## src/design/toc_defines.svh

```systemverilog
`ifndef TOC_DEFINES_SVH
`define TOC_DEFINES_SVH

// Register byte addresses.
`define TOC_ADDR_CTRL      8'h00
`define TOC_ADDR_FORCE     8'h04
`define TOC_ADDR_CMP_A     8'h08
`define TOC_ADDR_CMP_B     8'h0C
`define TOC_ADDR_FLAGS     8'h10
`define TOC_ADDR_IRQ_EN    8'h14
`define TOC_ADDR_STATUS    8'h18

// Control register fields.
`define TOC_CTRL_WGM_LSB   0
`define TOC_CTRL_COMA_LSB  4
`define TOC_CTRL_COMB_LSB  6

// Waveform mode codes.
`define TOC_WGM_NORMAL     3'h0
`define TOC_WGM_MATCH_CLR  3'h2
`define TOC_WGM_FAST       3'h3
`define TOC_WGM_FAST_TOP   3'h7
`define TOC_WGM_PHASE      3'h1
`define TOC_WGM_PHASE_TOP  3'h5

// Compare output mode codes.
`define TOC_COM_OFF        2'h0
`define TOC_COM_TOGGLE     2'h1
`define TOC_COM_CLEAR      2'h2
`define TOC_COM_SET        2'h3

// Extreme count values.
`define TOC_BOTTOM         8'h00
`define TOC_MAX            8'hFF

// Reset values.
`define TOC_RST_BYTE       8'h00
`define TOC_RST_WORD       32'h0000_0000

`endif

```

## src/design/toc_pkg.sv

```systemverilog
package toc_pkg;

   // Signals arriving from the counter unit, all on pclk.
   typedef struct packed {
      logic [7:0] count;        // Running count value.
      logic       tick;         // Timer clock enable, one cycle.
      logic       count_write;  // CPU wrote the count, one cycle.
      logic       at_top;       // Count equals top of the sequence.
      logic       count_down;   // Counter is counting down.
   } toc_cnt_t;

   // Pin drive toward the port pad, one per channel.
   typedef struct packed {
      logic out;                // Level driven to the pin.
      logic oe;                 // Pin driven while high.
   } toc_pin_t;

   // All state of the compare unit.
   typedef struct packed {
      logic [1:0][7:0] cmp_buf;     // Buffered compare values.
      logic [1:0][7:0] cmp_act;     // Active compare values.
      logic [1:0]      flag;        // Compare flags.
      logic [1:0]      out_state;   // Internal output state bits.
      logic [1:0]      irq_en;      // Interrupt enables.
      logic [1:0]      match_seen;  // Match taken on the last tick.
      logic            block;       // Suppress matches on the next tick.
      logic [2:0]      wgm;         // Waveform mode bits.
      logic [1:0][1:0] com;         // Compare output mode bits.
      logic [31:0]     prdata;      // Read data for the access phase.
   } toc_state_t;

endpackage

```

## src/design/toc_compare_unit.sv

```systemverilog
`timescale 1ns/1ps
`include "toc_defines.svh"

// How it works
// - Each channel compares the count with its active compare value continuously.
// - A match sets the channel flag one timer tick later.
// - An enabled flag requests an interrupt; servicing it clears the flag.
// - Writing one to a flag bit clears it; zero leaves it.
// - Output state follows match, waveform mode, output mode, max and bottom.
// - Compare values are double buffered in PWM modes only.
// - Buffered values load into the active register at the sequence top.
// - Writes reach the buffer when buffering, else the active register.
// - Force strobe in non-PWM modes acts on the output as a match.
// - A forced compare sets no flag and leaves the counter alone.
// - A count write suppresses all matches on the next timer tick.
// - Output state bits keep their value across mode changes.
// - Output mode bits are not buffered and apply at once.
// - Reset clears each internal output state bit to zero.
// - Nonzero output mode makes the output state replace the port value.
// - Pin direction stays with the port direction bit.
// - Output mode zero leaves the output state unchanged on match.
// - New output mode acts at next match, or at once by force.
// - Output mode bits never influence the counting sequence.
// - PWM: output mode picks polarity; non-PWM: set, clear or toggle.
// - Mode 0 normal, 2 match clear, 3/7 fast, 1/5 phase correct.
// - Count 0x00 is bottom and 0xFF is max.
module toc_compare_unit (
   input  wire logic             pclk,         // Bus and timer clock.
   input  wire logic             presetn,      // Asynchronous reset, active low.
   input  wire logic             psel,         // APB select.
   input  wire logic             penable,      // APB enable.
   input  wire logic             pwrite,       // APB direction, high for write.
   input  wire logic [7:0]       paddr,        // APB byte address.
   input  wire logic [31:0]      pwdata,       // APB write data.
   output logic      [31:0]      prdata,       // APB read data.
   output logic                  pready,       // APB ready.
   output logic                  pslverr,      // APB error on unmapped address.
   input  wire toc_pkg::toc_cnt_t cnt,         // Counter unit status.
   input  wire logic [1:0]       irq_ack,      // Interrupt serviced, per channel.
   input  wire logic [1:0]       port_out,     // General port output value.
   input  wire logic [1:0]       port_dir,     // Port direction, high for output.
   output logic      [1:0]       irq,          // Compare interrupt requests.
   output toc_pkg::toc_pin_t [1:0] pin,        // Pin drive, A is index 0.
   output logic      [1:0]       compare_output_state // Internal output state.
);

   ////////////////////////////////////////////////////////////////////////////////
   // Mode decode and waveform action.

   function automatic logic is_fast(input logic [2:0] wgm);
      is_fast = (wgm == `TOC_WGM_FAST) || (wgm == `TOC_WGM_FAST_TOP);
   endfunction

   function automatic logic is_phase(input logic [2:0] wgm);
      is_phase = (wgm == `TOC_WGM_PHASE) || (wgm == `TOC_WGM_PHASE_TOP);
   endfunction

   function automatic logic is_pwm(input logic [2:0] wgm);
      is_pwm = is_fast(wgm) || is_phase(wgm);
   endfunction

   // Next output state of one channel for one event.
   function automatic logic wave_next(
      input logic [2:0] wgm,
      input logic [1:0] com,
      input logic       chan_b,
      input logic       match,
      input logic       top_tick,
      input logic       down,
      input logic       cmp_max,
      input logic       cur
   );
      logic inv;
      inv       = com[0];
      wave_next = cur;
      if (com == `TOC_COM_OFF) begin
         wave_next = cur;
      end else if (!is_pwm(wgm)) begin
         if (match) begin
            unique case (com)
               `TOC_COM_TOGGLE: wave_next = ~cur;
               `TOC_COM_CLEAR:  wave_next = 1'b0;
               default:         wave_next = 1'b1;
            endcase
         end
      end else if (com == `TOC_COM_TOGGLE) begin
         // Toggle in PWM modes exists only for channel A with top set by compare A.
         if (match && wgm[2] && !chan_b) begin
            wave_next = ~cur;
         end
      end else if (is_fast(wgm)) begin
         // A compare value at max leaves a constant level; bottom sets polarity.
         if (match && !cmp_max) begin
            wave_next = inv;
         end
         if (top_tick) begin
            wave_next = ~inv;
         end
      end else begin
         if (match) begin
            wave_next = down ? ~inv : inv;
         end
      end
   endfunction

   ////////////////////////////////////////////////////////////////////////////////
   // State update.

   toc_pkg::toc_state_t s;
   toc_pkg::toc_state_t next_s;

   logic       wr;
   logic       rd_setup;
   logic       mapped;
   logic [1:0] match_now;
   logic [1:0] hit;

   always_comb begin
      mapped = (paddr == `TOC_ADDR_CTRL) || (paddr == `TOC_ADDR_FORCE) ||
               (paddr == `TOC_ADDR_CMP_A) || (paddr == `TOC_ADDR_CMP_B) ||
               (paddr == `TOC_ADDR_FLAGS) || (paddr == `TOC_ADDR_IRQ_EN) ||
               (paddr == `TOC_ADDR_STATUS);
      wr       = psel && penable && pwrite;
      rd_setup = psel && !penable && !pwrite;
   end

   always_comb begin
      next_s = s;
      for (int c = 0; c < 2; c++) begin
         match_now[c] = (cnt.count == s.cmp_act[c]);
         hit[c]       = cnt.tick && match_now[c] && !s.block;
      end

      // Timer tick effects.
      if (cnt.tick) begin
         next_s.match_seen = hit;
         for (int c = 0; c < 2; c++) begin
            next_s.out_state[c] = wave_next(s.wgm, s.com[c], c == 1, hit[c],
                                            cnt.at_top, cnt.count_down,
                                            s.cmp_act[c] == `TOC_MAX,
                                            s.out_state[c]);
         end
         if (is_pwm(s.wgm) && cnt.at_top) begin
            next_s.cmp_act = s.cmp_buf;
         end
      end
      // A count write blocks the next tick; the blocking tick consumes it.
      if (cnt.count_write) begin
         next_s.block = 1'b1;
      end else if (cnt.tick) begin
         next_s.block = 1'b0;
      end

      // Flag clears from software and interrupt service; setting wins.
      for (int c = 0; c < 2; c++) begin
         if (irq_ack[c]) begin
            next_s.flag[c] = 1'b0;
         end
      end
      if (wr && paddr == `TOC_ADDR_FLAGS) begin
         next_s.flag = next_s.flag & ~pwdata[1:0];
      end
      if (cnt.tick) begin
         next_s.flag = next_s.flag | s.match_seen;
      end

      // Register writes.
      if (wr) begin
         unique case (paddr)
            `TOC_ADDR_CTRL: begin
               next_s.wgm    = pwdata[`TOC_CTRL_WGM_LSB +: 3];
               next_s.com[0] = pwdata[`TOC_CTRL_COMA_LSB +: 2];
               next_s.com[1] = pwdata[`TOC_CTRL_COMB_LSB +: 2];
            end
            `TOC_ADDR_FORCE: begin
               if (!is_pwm(s.wgm)) begin
                  for (int c = 0; c < 2; c++) begin
                     if (pwdata[c]) begin
                        next_s.out_state[c] = wave_next(s.wgm, s.com[c], c == 1,
                                                        1'b1, 1'b0, 1'b0, 1'b0,
                                                        next_s.out_state[c]);
                     end
                  end
               end
            end
            `TOC_ADDR_CMP_A, `TOC_ADDR_CMP_B: begin
               for (int c = 0; c < 2; c++) begin
                  if (paddr[2] == c[0]) begin
                     next_s.cmp_buf[c] = pwdata[7:0];
                     if (!is_pwm(s.wgm)) begin
                        next_s.cmp_act[c] = pwdata[7:0];
                     end
                  end
               end
            end
            `TOC_ADDR_IRQ_EN: begin
               next_s.irq_en = pwdata[1:0];
            end
            default: begin
            end
         endcase
      end

      // Read data is captured in the setup phase and held through the access.
      if (rd_setup) begin
         unique case (paddr)
            `TOC_ADDR_CTRL:   next_s.prdata = {24'h00_0000, s.com[1], s.com[0], 1'b0,
                                               s.wgm};
            `TOC_ADDR_CMP_A:  next_s.prdata = {24'h00_0000, is_pwm(s.wgm) ? s.cmp_buf[0]
                                               : s.cmp_act[0]};
            `TOC_ADDR_CMP_B:  next_s.prdata = {24'h00_0000, is_pwm(s.wgm) ? s.cmp_buf[1]
                                               : s.cmp_act[1]};
            `TOC_ADDR_FLAGS:  next_s.prdata = {30'h0000_0000, s.flag};
            `TOC_ADDR_IRQ_EN: next_s.prdata = {30'h0000_0000, s.irq_en};
            `TOC_ADDR_STATUS: next_s.prdata = {14'h0000, s.cmp_act[1], s.cmp_act[0],
                                               s.out_state};
            default:          next_s.prdata = `TOC_RST_WORD;
         endcase
      end
   end

   always_ff @(posedge pclk or negedge presetn) begin
      if (!presetn) begin
         s <= '0;
      end else begin
         s <= next_s;
      end
   end

   ////////////////////////////////////////////////////////////////////////////////
   // Outputs.

   always_comb begin
      prdata               = s.prdata;
      pready               = 1'b1;
      pslverr              = psel && penable && !mapped;
      irq                  = s.flag & s.irq_en;
      compare_output_state = s.out_state;
      for (int c = 0; c < 2; c++) begin
         pin[c].out = (s.com[c] != `TOC_COM_OFF) ? s.out_state[c] : port_out[c];
         pin[c].oe  = port_dir[c];
      end
   end

   ////////////////////////////////////////////////////////////////////////////////
   // Assertions.

   // Helper registers for the checks: what the next timer tick owes, kept apart from the state.
   logic [1:0] owe_flag;   // A match was taken on the last tick.
   logic       owe_block;  // A count write waits for its blocking tick.

   always_ff @(posedge pclk or negedge presetn) begin
      if (!presetn) begin
         owe_flag  <= 2'b00;
         owe_block <= 1'b0;
      end else begin
         if (cnt.tick) begin
            owe_flag <= hit;
         end
         if (cnt.count_write) begin
            owe_block <= 1'b1;
         end else if (cnt.tick) begin
            owe_block <= 1'b0;
         end
      end
   end
endmodule

```

## config.mk

```make
export PLATFORM = sky130hd
export DESIGN_NAME = toc_compare_unit
export DESIGN_NICKNAME = d
export VERILOG_FILES = /design/src/design/toc_pkg.sv /design/src/design/toc_compare_unit.sv
export VERILOG_INCLUDE_DIRS = /design/src /design/src/design
export SDC_FILE = /design/constraint.sdc
export NUM_CORES = 1
export LEC_CHECK = 0
export ABC_AREA = 1
export BUFFER_PORTS_ARGS = -buffer_cell sky130_fd_sc_hd__buf_2
export CORE_MARGIN = 5
export CORE_UTILIZATION = 55
export DETAILED_ROUTE_END_ITERATION = 12
export PLACE_DENSITY = 0.82
export SETUP_SLACK_MARGIN = 0.1
export SLEW_MARGIN = 20
export SYNTH_ARGS = -nofsm -noshare
export SYNTH_HDL_FRONTEND = slang
export SYNTH_SLANG_ARGS = --single-unit
```

## constraint.sdc

```tcl
create_clock -name pclk -period 2.53 [get_ports pclk]
set_clock_uncertainty 0.1 [all_clocks]
set_input_delay 0.253 -clock pclk [delete_from_list [all_inputs] [get_ports pclk]]
set_output_delay 0.253 -clock pclk [all_outputs]
set_load 0.01 [all_outputs]
```

Word level (Yosys, flattened, before mapping)

Index checks and enable logic that the tools add are counted.

Eq/ne operators: 18
Multiplexer cells: 51
Bitwise operators: 11
Reductions and logical operators: 40

Operator list:

| kind                                                                   | number |
|---|---|
| 18-bit one-hot mux with 6 select lines                                 | 1 |
| 16-bit two-way mux                                                     | 4 |
| 8-bit two-way mux                                                      | 6 |
| 1-bit two-way mux                                                      | 29 |
| 8-bit by 5-bit equality test with 1-bit output (second input constant) | 3 |
| 8-bit by 4-bit equality test with 1-bit output (second input constant) | 2 |
| 8-bit equality test                                                    | 2 |
| 8-bit equality test (second input constant)                            | 2 |
| 1-bit logical AND                                                      | 14 |
| 2-bit two-way mux                                                      | 6 |
| 1-bit logical OR                                                       | 9 |
| 8-bit by 3-bit equality test with 1-bit output (second input constant) | 1 |
| 8-bit logical NOT                                                      | 1 |
| 1-bit one-hot mux with 2 select lines                                  | 4 |
| 1-bit inverter                                                         | 7 |
| 3-bit equality test (second input constant)                            | 2 |
| 1-bit logical NOT                                                      | 6 |
| 3-bit AND reduction                                                    | 2 |
| 2-bit nonzero test                                                     | 3 |
| 2-bit bitwise AND                                                      | 2 |
| 2-bit by 1-bit equality test with 1-bit output (second input constant) | 2 |
| 2-bit equality test (second input constant)                            | 2 |
| 2-bit logical NOT                                                      | 2 |
| 4-bit two-way mux                                                      | 1 |
| 6 further kinds                                                        | 7 |

Register bits: 80
Bits of input ports: 63

Logic depth before layout (Yosys ltp)

Gate-level depths: netlist of the first run.

Word-level depth: 18
Depth in mapped cells: 18
Gate-level depth less buffers: 18

Worst setup path after synthesis of the first run

Ideal clock, no wire load.

Path type: register to register
From: register s[55] (netlist bit)
To: register s (netlist bit compare_output_state[0])
Library setup time: 0.113 ns
Arrival: 1.454 ns
Setup slack: 0.864 ns
Cell stages (with the launch flop): 17
Path buffers: 0
Period minus slack after synthesis: 1.666 ns
Cells stage by stage: dfrtp_1 inv_2 nor2_1 nor2_1 nand3_2 nor2_4 nand3_1 nand2_1 nand3_1 nand2_1 inv_2 nand2_1 nand2_1 nand2_2 nand3b_1 nand2_1 inv_1

RTL lines:

| what                   | line                    | text |
|---|---|---|
| from (decl)            | toc_compare_unit.sv:109 | `toc_pkg::toc_state_t s;` |
| from (signal assigned) | toc_compare_unit.sv:226 | `s <= next_s;` |

Worst setup path in the final report of the first run

From: input port paddr[1]
To: output port pslverr

Cells in the longest elaborated chain, start to end: 9
Elaborated cells between the ends (all ways): 15
Those cells by class: 6 x eq/ne; 9 x reduce/logical

RTL lines:

| what                                                                                | line                    | text |
|---|---|---|
| from (decl)                                                                         | toc_compare_unit.sv:33  | `input wire logic [7:0] paddr,` |
| 8-bit by 3-bit equality test with 1-bit output or 8-bit logical NOT (tied branches) | n/a                     |  |
| 1-bit logical OR (5 in a row)                                                       | toc_compare_unit.sv:119 | `` mapped = (paddr == `TOC_ADDR_CTRL) \|\| (paddr == `TOC_ADDR_FORCE) \|\| `` |
| 1-bit logical OR (*)                                                                | toc_compare_unit.sv:119 |  |
| 1-bit logical NOT (*)                                                               | toc_compare_unit.sv:236 | `pslverr = psel && penable && !mapped;` |
| 1-bit logical AND (*)                                                               | toc_compare_unit.sv:236 |  |
| to (decl)                                                                           | toc_compare_unit.sv:37  | `output logic pslverr,` |

Every way passes the cells marked *; elsewhere a longest branch is shown, timed or not.

==> results.md, run 1 <==
- Once layout is complete, the utilization of the core stands at 0.629.
- The maximum clock insertion buffer count is 2.
- The buffers inserted during post-CTS setup optimization is 0.
- The count of synthesis-stage warnings from yosys is 0.
- The final layout net count is 695.
- The final total negative setup slack is 0 ns.
- Pin placement for this block handled 105 I/O pins.
- The worst-case IR drop observed on VDD is 321 uV.
- In this run, the number of DRC markers left after iteration 0 of detailed routing was 455.
- The total internal power is 1720 uW.
- The worst register-to-register path ends at s[63].
- dfrtp_1 takes more of the synthesized area than any other cell.
- The routed wire length per instance is 15.2 um.
- The number of stages on the worst setup path is 8.
- For this run, the slowest stage of the critical path takes 0.48 ns.
- The min-delay analysis places its worst path in the category primary input to register.
- The kind of critical path is primary input to output pin.
- The global router's overall resource usage is 0.244.
- The total global routing overflow is 0.
- The power after layout is 2320 uW.
- The largest fanout of any net on the critical path is 19.
- The core region is 7290 um2.
- The minimum setup slack after placement is 0.424 ns.
- The number of global-route vias before repair was 3961.
- The detailed-routing iteration count for the pre-antenna-repair pass is 6.
- After synthesis, the netlist uses 39 different library cells.
- The synthesized instance count is 593.
- The combinational power share is 0.112.
- The initial utilization of the core area, before any placement, comes to 0.570.
- The number of hold violations in the final report is 0.
- The largest net degree at the start of global routing is 33.
- The total of buffers placed on input and output ports is 61.
- The number of enable flip-flop cells after synthesis is 0.
- The startpoint identified for the worst register-to-register timing path is s[36].
- The most critical setup path has its endpoint at pslverr.
- Measured along the y axis, the die boundary spans 96.9 um.
- The floorplan step set the die width to 96.9 um.
- The clock tree from TritonCTS is done.
- The cell occurring most often along the worst timing path is buf_2.
- In the post-synthesis netlist, the cell with the most instances is nand2_1.
- The switching part of the total is 0.259.
- The count of maximum capacitance violations is 0.
- The number of antenna violations at the first check in global routing is 0.
- After clock tree synthesis, the clock-pin slew on the worst setup and hold paths is 0.07 ns.
- CTS saw 66 sinks.
- The total CTS buffers is 9.
- In the synthesized netlist the dominant register cell turns out to be dfrtp_1.
- Data on the critical path arrives at its endpoint at 1.78 ns.
- Together, buffers and inverters on the worst path number 4.
- The number of cells on the worst reg-to-reg path is 7.
- After floorplanning, the core was divided into 31 placement rows.
- The source-to-sink clock delay at the later pin of the worst-skew pair is 0.35 ns.
- The slowest stage of the critical path belongs to the cell nand2_1.
- The share of total power dissipated in sequential elements is 0.477.
- The total wire length is 11200 um.
- Traced cell by cell, the critical path runs through buf_2 -> nor2_1 -> inv_2 -> nor3_2 -> nand2_1 -> o2111ai_1 -> inv_1 -> buf_2.
- The post-detailed-route DRC marker count is 0.
- The final estimated routing congestion in global placement is 1.03.
- The layout overhead on the synthesized area is 10.3%.
- The worst register-to-register path has a setup slack of 0.45 ns.
- Summed over all cells, the static leakage comes to 0.00237 uW.
- For this design the total switching power over the nets is 601 uW.
- STA classifies the critical path endpoint as an output pin.
- After legalization and detailed placement, the total HPWL measured 8360 um.
- The areal power density over the cells is 506 nW/um2.
- The count of nets left with antenna violations after detail routing is 0.
- The die footprint is 9400 um2.
- Data on the critical path is required at its endpoint by 2.18 ns.
- The count of endpoints failing setup in the final report is 0.
- Yosys attributes the largest share of cell area to dfrtp_1 (40%), nand2_1 (17%), o21ai_0 (8.5%).
- The first global-routing pass estimated 18800 um of wire.
- The synthesized flop and latch total is 66.
- The relative slew slack is 0.511.
- The root buffer cell chosen for the clock tree is clkbuf_8.
- In the synthesized netlist, the cells that appear most often are nand2_1 (185), o21ai_0 (71), dfrtp_1 (66).
- The cell family contributing the most delay on the critical path is simple AND/OR/NAND/NOR gates.
- The H-tree was split into 3 levels.
- The total count of max-transition violations in the final report came to 0.
- The flow ran to the end, and the final reports show no timing, DRC or antenna violations.
- Setup repair after global routing left no endpoint under its margin.
- The share of synthesized area in the top cell type comes to 0.397.
- Counting I/O delays and the setup requirement, the final critical path takes 2.13 ns.
- Detailed routing inserted a total of 4004 vias.
- Of the available clock period, the critical path in the final layout requires 0.842.
- The transition time at the pin with the least slew margin is 0.731 ns.
- Dividing the detail-routed via count by the number of cells gives 5.44.
- In this run the mean area of a mapped cell was 7.01 um2.
- The critical path launch point type is a primary input.
- The async set or reset register ratio after synthesis is 1.00.
- The mapped cell area is 4160 um2.
- The sequential area share after synthesis is 0.397.
- Setup slack closes at 0.399 ns.
- The number of diodes added for antenna fixing is 0.
- Tracing the worst setup path back leads to its startpoint at paddr[1].
- For this run, the top clock speed supported by timing is 469 MHz.
- The ratio of cells with drive above 1 in the final layout is 0.168.
- Of the total power, the clock network draws 0.411.
## final cells by class
class                   count  area (um2)
inverters                  77         289
clock buffers              11         131
flip-flops and latches     66        1650
well taps                  99         124
clock inverters             5        78.8
fillers                   676        2710
multi-input cells         408        1920
repair buffers             70         393
## power by group through the flow
| stage | sequential [uW] | combinational (uW) | clock [uW] |
|---|---|---|---|
| after floorplan | 1120 | 175 | 0 |
| after global placement | 1130 | 245 | 0 |
| after detailed placement | 1130 | 251 | 0 |
| after CTS | 1110 | 258 | 965 |
| after global routing | 1110 | 295 | 1010 |
| final | 1110 | 260 | 955 |
## worst min-delay path by stage
stage / startpoint / end / slack, ns / cells past startpoint
finish: cnt[3] / s[39] / 0.06 / 2
global route: cnt[3] / s[39] / 0.07 / 2
CTS: cnt[3] / s[39] / 0.04 / 2
detailed placement: presetn / prdata[13] / 0.17 / 1
global placement: presetn / prdata[13] / 0.17 / 1
floorplan: presetn / compare_output_state[0] / -0.14 / 0
## flip-flops by register name, summed over array words and instances (netlist names)
signal,count
compare_output_state,2
prdata,18
s,46
## what timing repair did
item,4_1_cts,5_1_grt
endpoints found under the hold margin,25,0
resized for setup,0,0
hold buffers,3,0
## routing by layer
metal	global-route usage	share of wire
met4	0.121	0.038
met2	0.401	0.47
met5	0	0
met3	0.0475	0.081
met1	0.306	0.41
## placed cells by master (no fill, tap or decap), types with 3 or more instances in the layout
cell,Yosys,routed
dfrtp_1,66,66
o21ai_0,71,71
o21ai_1,10,10
o22ai_1,4,4
nor2_2,4,4
inv_1,64,64
inv_2,11,11
buf_4,37,5
a21oi_1,15,15
clkbuf_8,0,9
conb_1,2,15
a221oi_1,4,4
o31ai_1,10,10
nand3_1,17,17
nand4_1,11,11
nor2_1,32,32
nand2_1,185,185
dlygate4sd3_1,0,3
buf_2,5,61
## worst reg2reg max path: stages (launching register included)
cell and delay, ns:
dfrtp_1 0.68, inv_1 0.29, nor3_2 0.24, buf_4 0.30, nand2_1 0.10, o21ai_0 0.10
nand2_1 0.08, o21ai_0 0.10
## cells by family (layout without fill, tap and decap cells)
kind of cell           after synthesis  in the layout  share of synthesized area
multiplexers                         1              1                    0.00241
AO/OA/AOI/OAI                      126            126                      0.174
buffers and inverters              132            163                      0.154
AND/OR/NAND/NOR                    262            262                      0.262
XOR/XNOR                             4              4                    0.00843
other                                2             15                    0.00181
flip-flops                          66             66                      0.397
## through the flow
stage / std cells / area (um2) / hold WS (ns)
5_1_grt: 736 / 4590 / 0.0717
3_3_place_gp: 717 / 4350 / 0.166
4_1_cts: 736 / 4590 / 0.0448
2_1_floorplan: 606 / 4210 / -0.143
3_5_place_dp: 717 / 4350 / 0.170
6_report: 736 / 4590 / 0.0634
Power figures use the tool's default switching activity.
==> run 2: changes to the inputs <==
--- a/config.mk
+++ b/config.mk
@@ -9,9 +9,9 @@
 export ABC_AREA = 1
 export BUFFER_PORTS_ARGS = -buffer_cell sky130_fd_sc_hd__buf_2
 export CORE_MARGIN = 5
-export CORE_UTILIZATION = 55
+export CORE_UTILIZATION = 49
 export DETAILED_ROUTE_END_ITERATION = 12
-export PLACE_DENSITY = 0.82
+export PLACE_DENSITY = 0.77
 export SETUP_SLACK_MARGIN = 0.1
 export SLEW_MARGIN = 20
 export SYNTH_ARGS = -nofsm -noshare
==> constraint.sdc (replaced) <==
create_clock -name pclk -period 1.9 [get_ports pclk]
set_clock_uncertainty 0.1 [all_clocks]
set_input_delay 0.19 -clock pclk [delete_from_list [all_inputs] [get_ports pclk]]
set_output_delay 0.19 -clock pclk [all_outputs]
set_load 0.01 [all_outputs]
==> run 2 against run 1 <==
The flow now finishes with violations (setup timing). Largest power group unchanged. First-iteration DRC count fell by 15%. Sequential share of layout area fell by 2.3 points. Setup slack got worse by 0.43 ns. Utilization fell by 3.6 points. Flip-flop and latch count did not move. Global-route usage fell by 2.6 points. Critical path depth rose by 8. Largest cell class unchanged. Routed wire length rose by 1.6%. Combinational power rose by 52%.
==> results.md, run 2 (same netlist as run 1, synthesis figures left out) <==
- The run finished, with violations left.
- The checks that failed: setup timing.
- The number of levels the H-tree was split into is 3 (unchanged).
- The root buffer cell chosen for the clock tree is clkbuf_8.
- The top-level port count is 105 (unchanged).
- The startpoint identified for the worst register-to-register timing path is s[56].
- The source-to-sink clock delay at the later pin of the worst-skew pair is 0.35 ns (about the same).
- Timing would allow up to 519 MHz.
- The sink count of the clock tree is 66 (unchanged).
- The maximum resistive drop on vdd is 244 uV (-24%).
- The length in cells of the worst reg-to-reg path is 16 (+9).
- The total global routing overflow is 0 (unchanged).
- The number of instances on the worst hold path is 3 (+1).
- The final estimated routing congestion in global placement is 1.03 (about the same).
- The data arrival time of the worst path is 2.08 ns (+0.30 ns).
- The final worst hold slack was 0.0371 ns (-0.0263 ns).
- The worst hold path begins at pwdata[7].
- The final layout net count is 728 (+4.7%).
- The layout overhead on the synthesized area is 17.9%.
- The total core area is 8260 um2 (+13%).
- The die width came to 102 um (+5.3%).
- The endpoint identified for the worst register-to-register timing path is compare_output_state[1].
- The setup slack of the critical path after layout is -0.0281 ns (-0.427 ns).
- The clock slew at the register clock pins of the worst setup and hold paths was 0.07 ns (about the same).
- The global router's overall resource usage was 0.218 (-0.0258).
- The data required time at the worst endpoint is 2.05 ns (-0.13 ns).
- The DRC marker count from the first detailed-route iteration is 385 (-15%).
- The number of hold violations in the final report was 0 (unchanged).
- The reported leakage power came to 0.00253 uW (+6.7%).
- The tightest min-delay check is of the primary input to register type.
- The detailed-routing iteration count for the pre-antenna-repair pass came to 7 (+1).
- The die footprint is 10400 um2 (+11%).
- The count of endpoints failing setup in the final report was 1 (+1).
- The nature of the critical path endpoint is a register.
- The ratio of cells with drive above 1 in the final layout is 0.234 (+0.0664).
- The number of diodes added for antenna fixing is 0 (unchanged).
- The wire length of the first global-routing pass is 17600 um (-6.2%).
- The routed wire length per instance is 14.7 um (-3.5%).
- The largest net degree at the start of global routing is 67 (+100%).
- The count of nets left with antenna violations after detail routing is 0 (unchanged).
- Counting I/O delays and the setup requirement, the final critical path takes 1.93 ns.
- Setup repair after global routing could not meet its margin everywhere.
- The areal power density over the cells is 629 nW/um2 (+24%).
- The maximum clock insertion buffer count came to 2 (unchanged).
- The post-detailed-route DRC marker count was 0 (unchanged).
- The total of buffers placed on input and output ports is 61 (unchanged).
- The end point of the most critical hold path is s[55].
- The flip-flop count of the largest register after layout is 46 (unchanged).
- The total of fill cells in the finished design is 790 (+17%).
- The vias per cell was 5.24 (-3.7%).
- In the layout the commonest cells are nand2_1 (180), o21ai_0 (70), dfrtp_1 (66), buf_2 (61), inv_1 (58).
- The floorplan die height is 102 um (+5.3%).
- By startpoint and endpoint, the worst setup path is classified as register to register.
- Leaving out fill and tap cells, the most frequent cell in the layout is nand2_1.
- The number of antenna violations at the first check in global routing came to 0 (unchanged).
- The core occupancy in the finished layout came to 0.593 (-0.0355).
- The standard-cell row count is 33 (+6.5%).
- TritonCTS built the clock tree.
- The count of maximum capacitance violations was 0 (unchanged).
- The register ranked first by flip-flop count is s.
- The register-to-register path setup slack came to -0.03 ns (-0.48 ns).
- The largest fanout of any net on the critical path was 4 (-15).
- The critical path launch point type is a register.
- The initial core utilization is 0.503 (-0.0667).
- The total wire length came to 11400 um (+1.6%).
- The total count of max-transition violations in the final report is 0 (unchanged).
- The part of the cycle the worst path needs is 1.01.
- The total CTS buffers is 9 (unchanged).
- The number of global-route vias before repair is 3712 (-6.3%).
- The post-DP HPWL is 8450 um (+1.0%).
- The vias after detailed routing came to 4062 (+1.4%).
## run 2: what timing repair did
item	in CTS	in global routing
endpoints found under the setup margin	2	14
hold buffers	3	0
pin swaps	4	11
resized for setup	11	12
setup buffers	2	10
endpoints found under the hold margin	68	0
## run 2: stage by stage
| step | setup slack (ns) | total power (uW) | instances | setup TNS (ns) | area, um2 |
|---|---|---|---|---|---|
| floorplan | 0.234 | 1720 | 606 | 0 | 4210 |
| global placement | 0.0461 | 1850 | 744 | 0 | 4520 |
| detailed placement | 0.0321 | 1860 | 744 | 0 | 4520 |
| CTS | 0.0743 | 3060 | 765 | 0 | 4800 |
| global route | -0.163 | 3210 | 775 | -0.263 | 4900 |
| finish | -0.0281 | 3080 | 775 | -0.0281 | 4900 |
## run 2: layout make-up
class                           instances  area (um2)  area share
Clock buffer                           14         163      0.0332
Clock inverter                          2        35.0     0.00715
Inverter                               77         289      0.0590
Multi-Input combinational cell        408        1970       0.402
Sequential cell                        66        1650       0.337
Tap cell                              105         131      0.0268
Timing Repair Buffer                  103         661       0.135
## run 2: report_power, final
part,internal [uW],switching [uW],leakage [uW]
sequential,1440,30.2,0.000858
clock,678,537,0.000101
combinational,150,246,0.00157
total,2270,814,0.00253
## run 2: worst max path at each step
| stage | start | endpoint | slack (ns) |
|---|---|---|---|
| floorplan | s[55] | compare_output_state[0] | 0.23 |
| global placement | s[48] | compare_output_state[0] | 0.05 |
| detailed placement | s[48] | compare_output_state[0] | 0.03 |
| CTS | s[57] | compare_output_state[1] | 0.07 |
| global route | s[60] | compare_output_state[1] | -0.16 |
| finish | s[56] | compare_output_state[1] | -0.03 |
## run 2: critical path, cell delays in order, from the launching register on
cell and delay, ns:
dfrtp_1 0.41, nand2_1 0.09, nand2_1 0.06, nor2_1 0.11
nand2_1 0.10, nor2_4 0.17, nand3_2 0.10, nand2_2 0.07
nand3_2 0.08, nand2_1 0.07, nand2_1 0.07, nand2_1 0.10
nand2_1 0.06, nand2_1 0.08, nand3_1 0.07, nand2_1 0.07
inv_1 0.03
## run 2: routing by layer
metal	vias up	wire length [um]	GRT usage
met1	1853	4950	0.294
li1	2008	-	-
met5	-	0	0
met4	0	277	0.0676
met2	170	5310	0.353
met3	31	829	0.0471
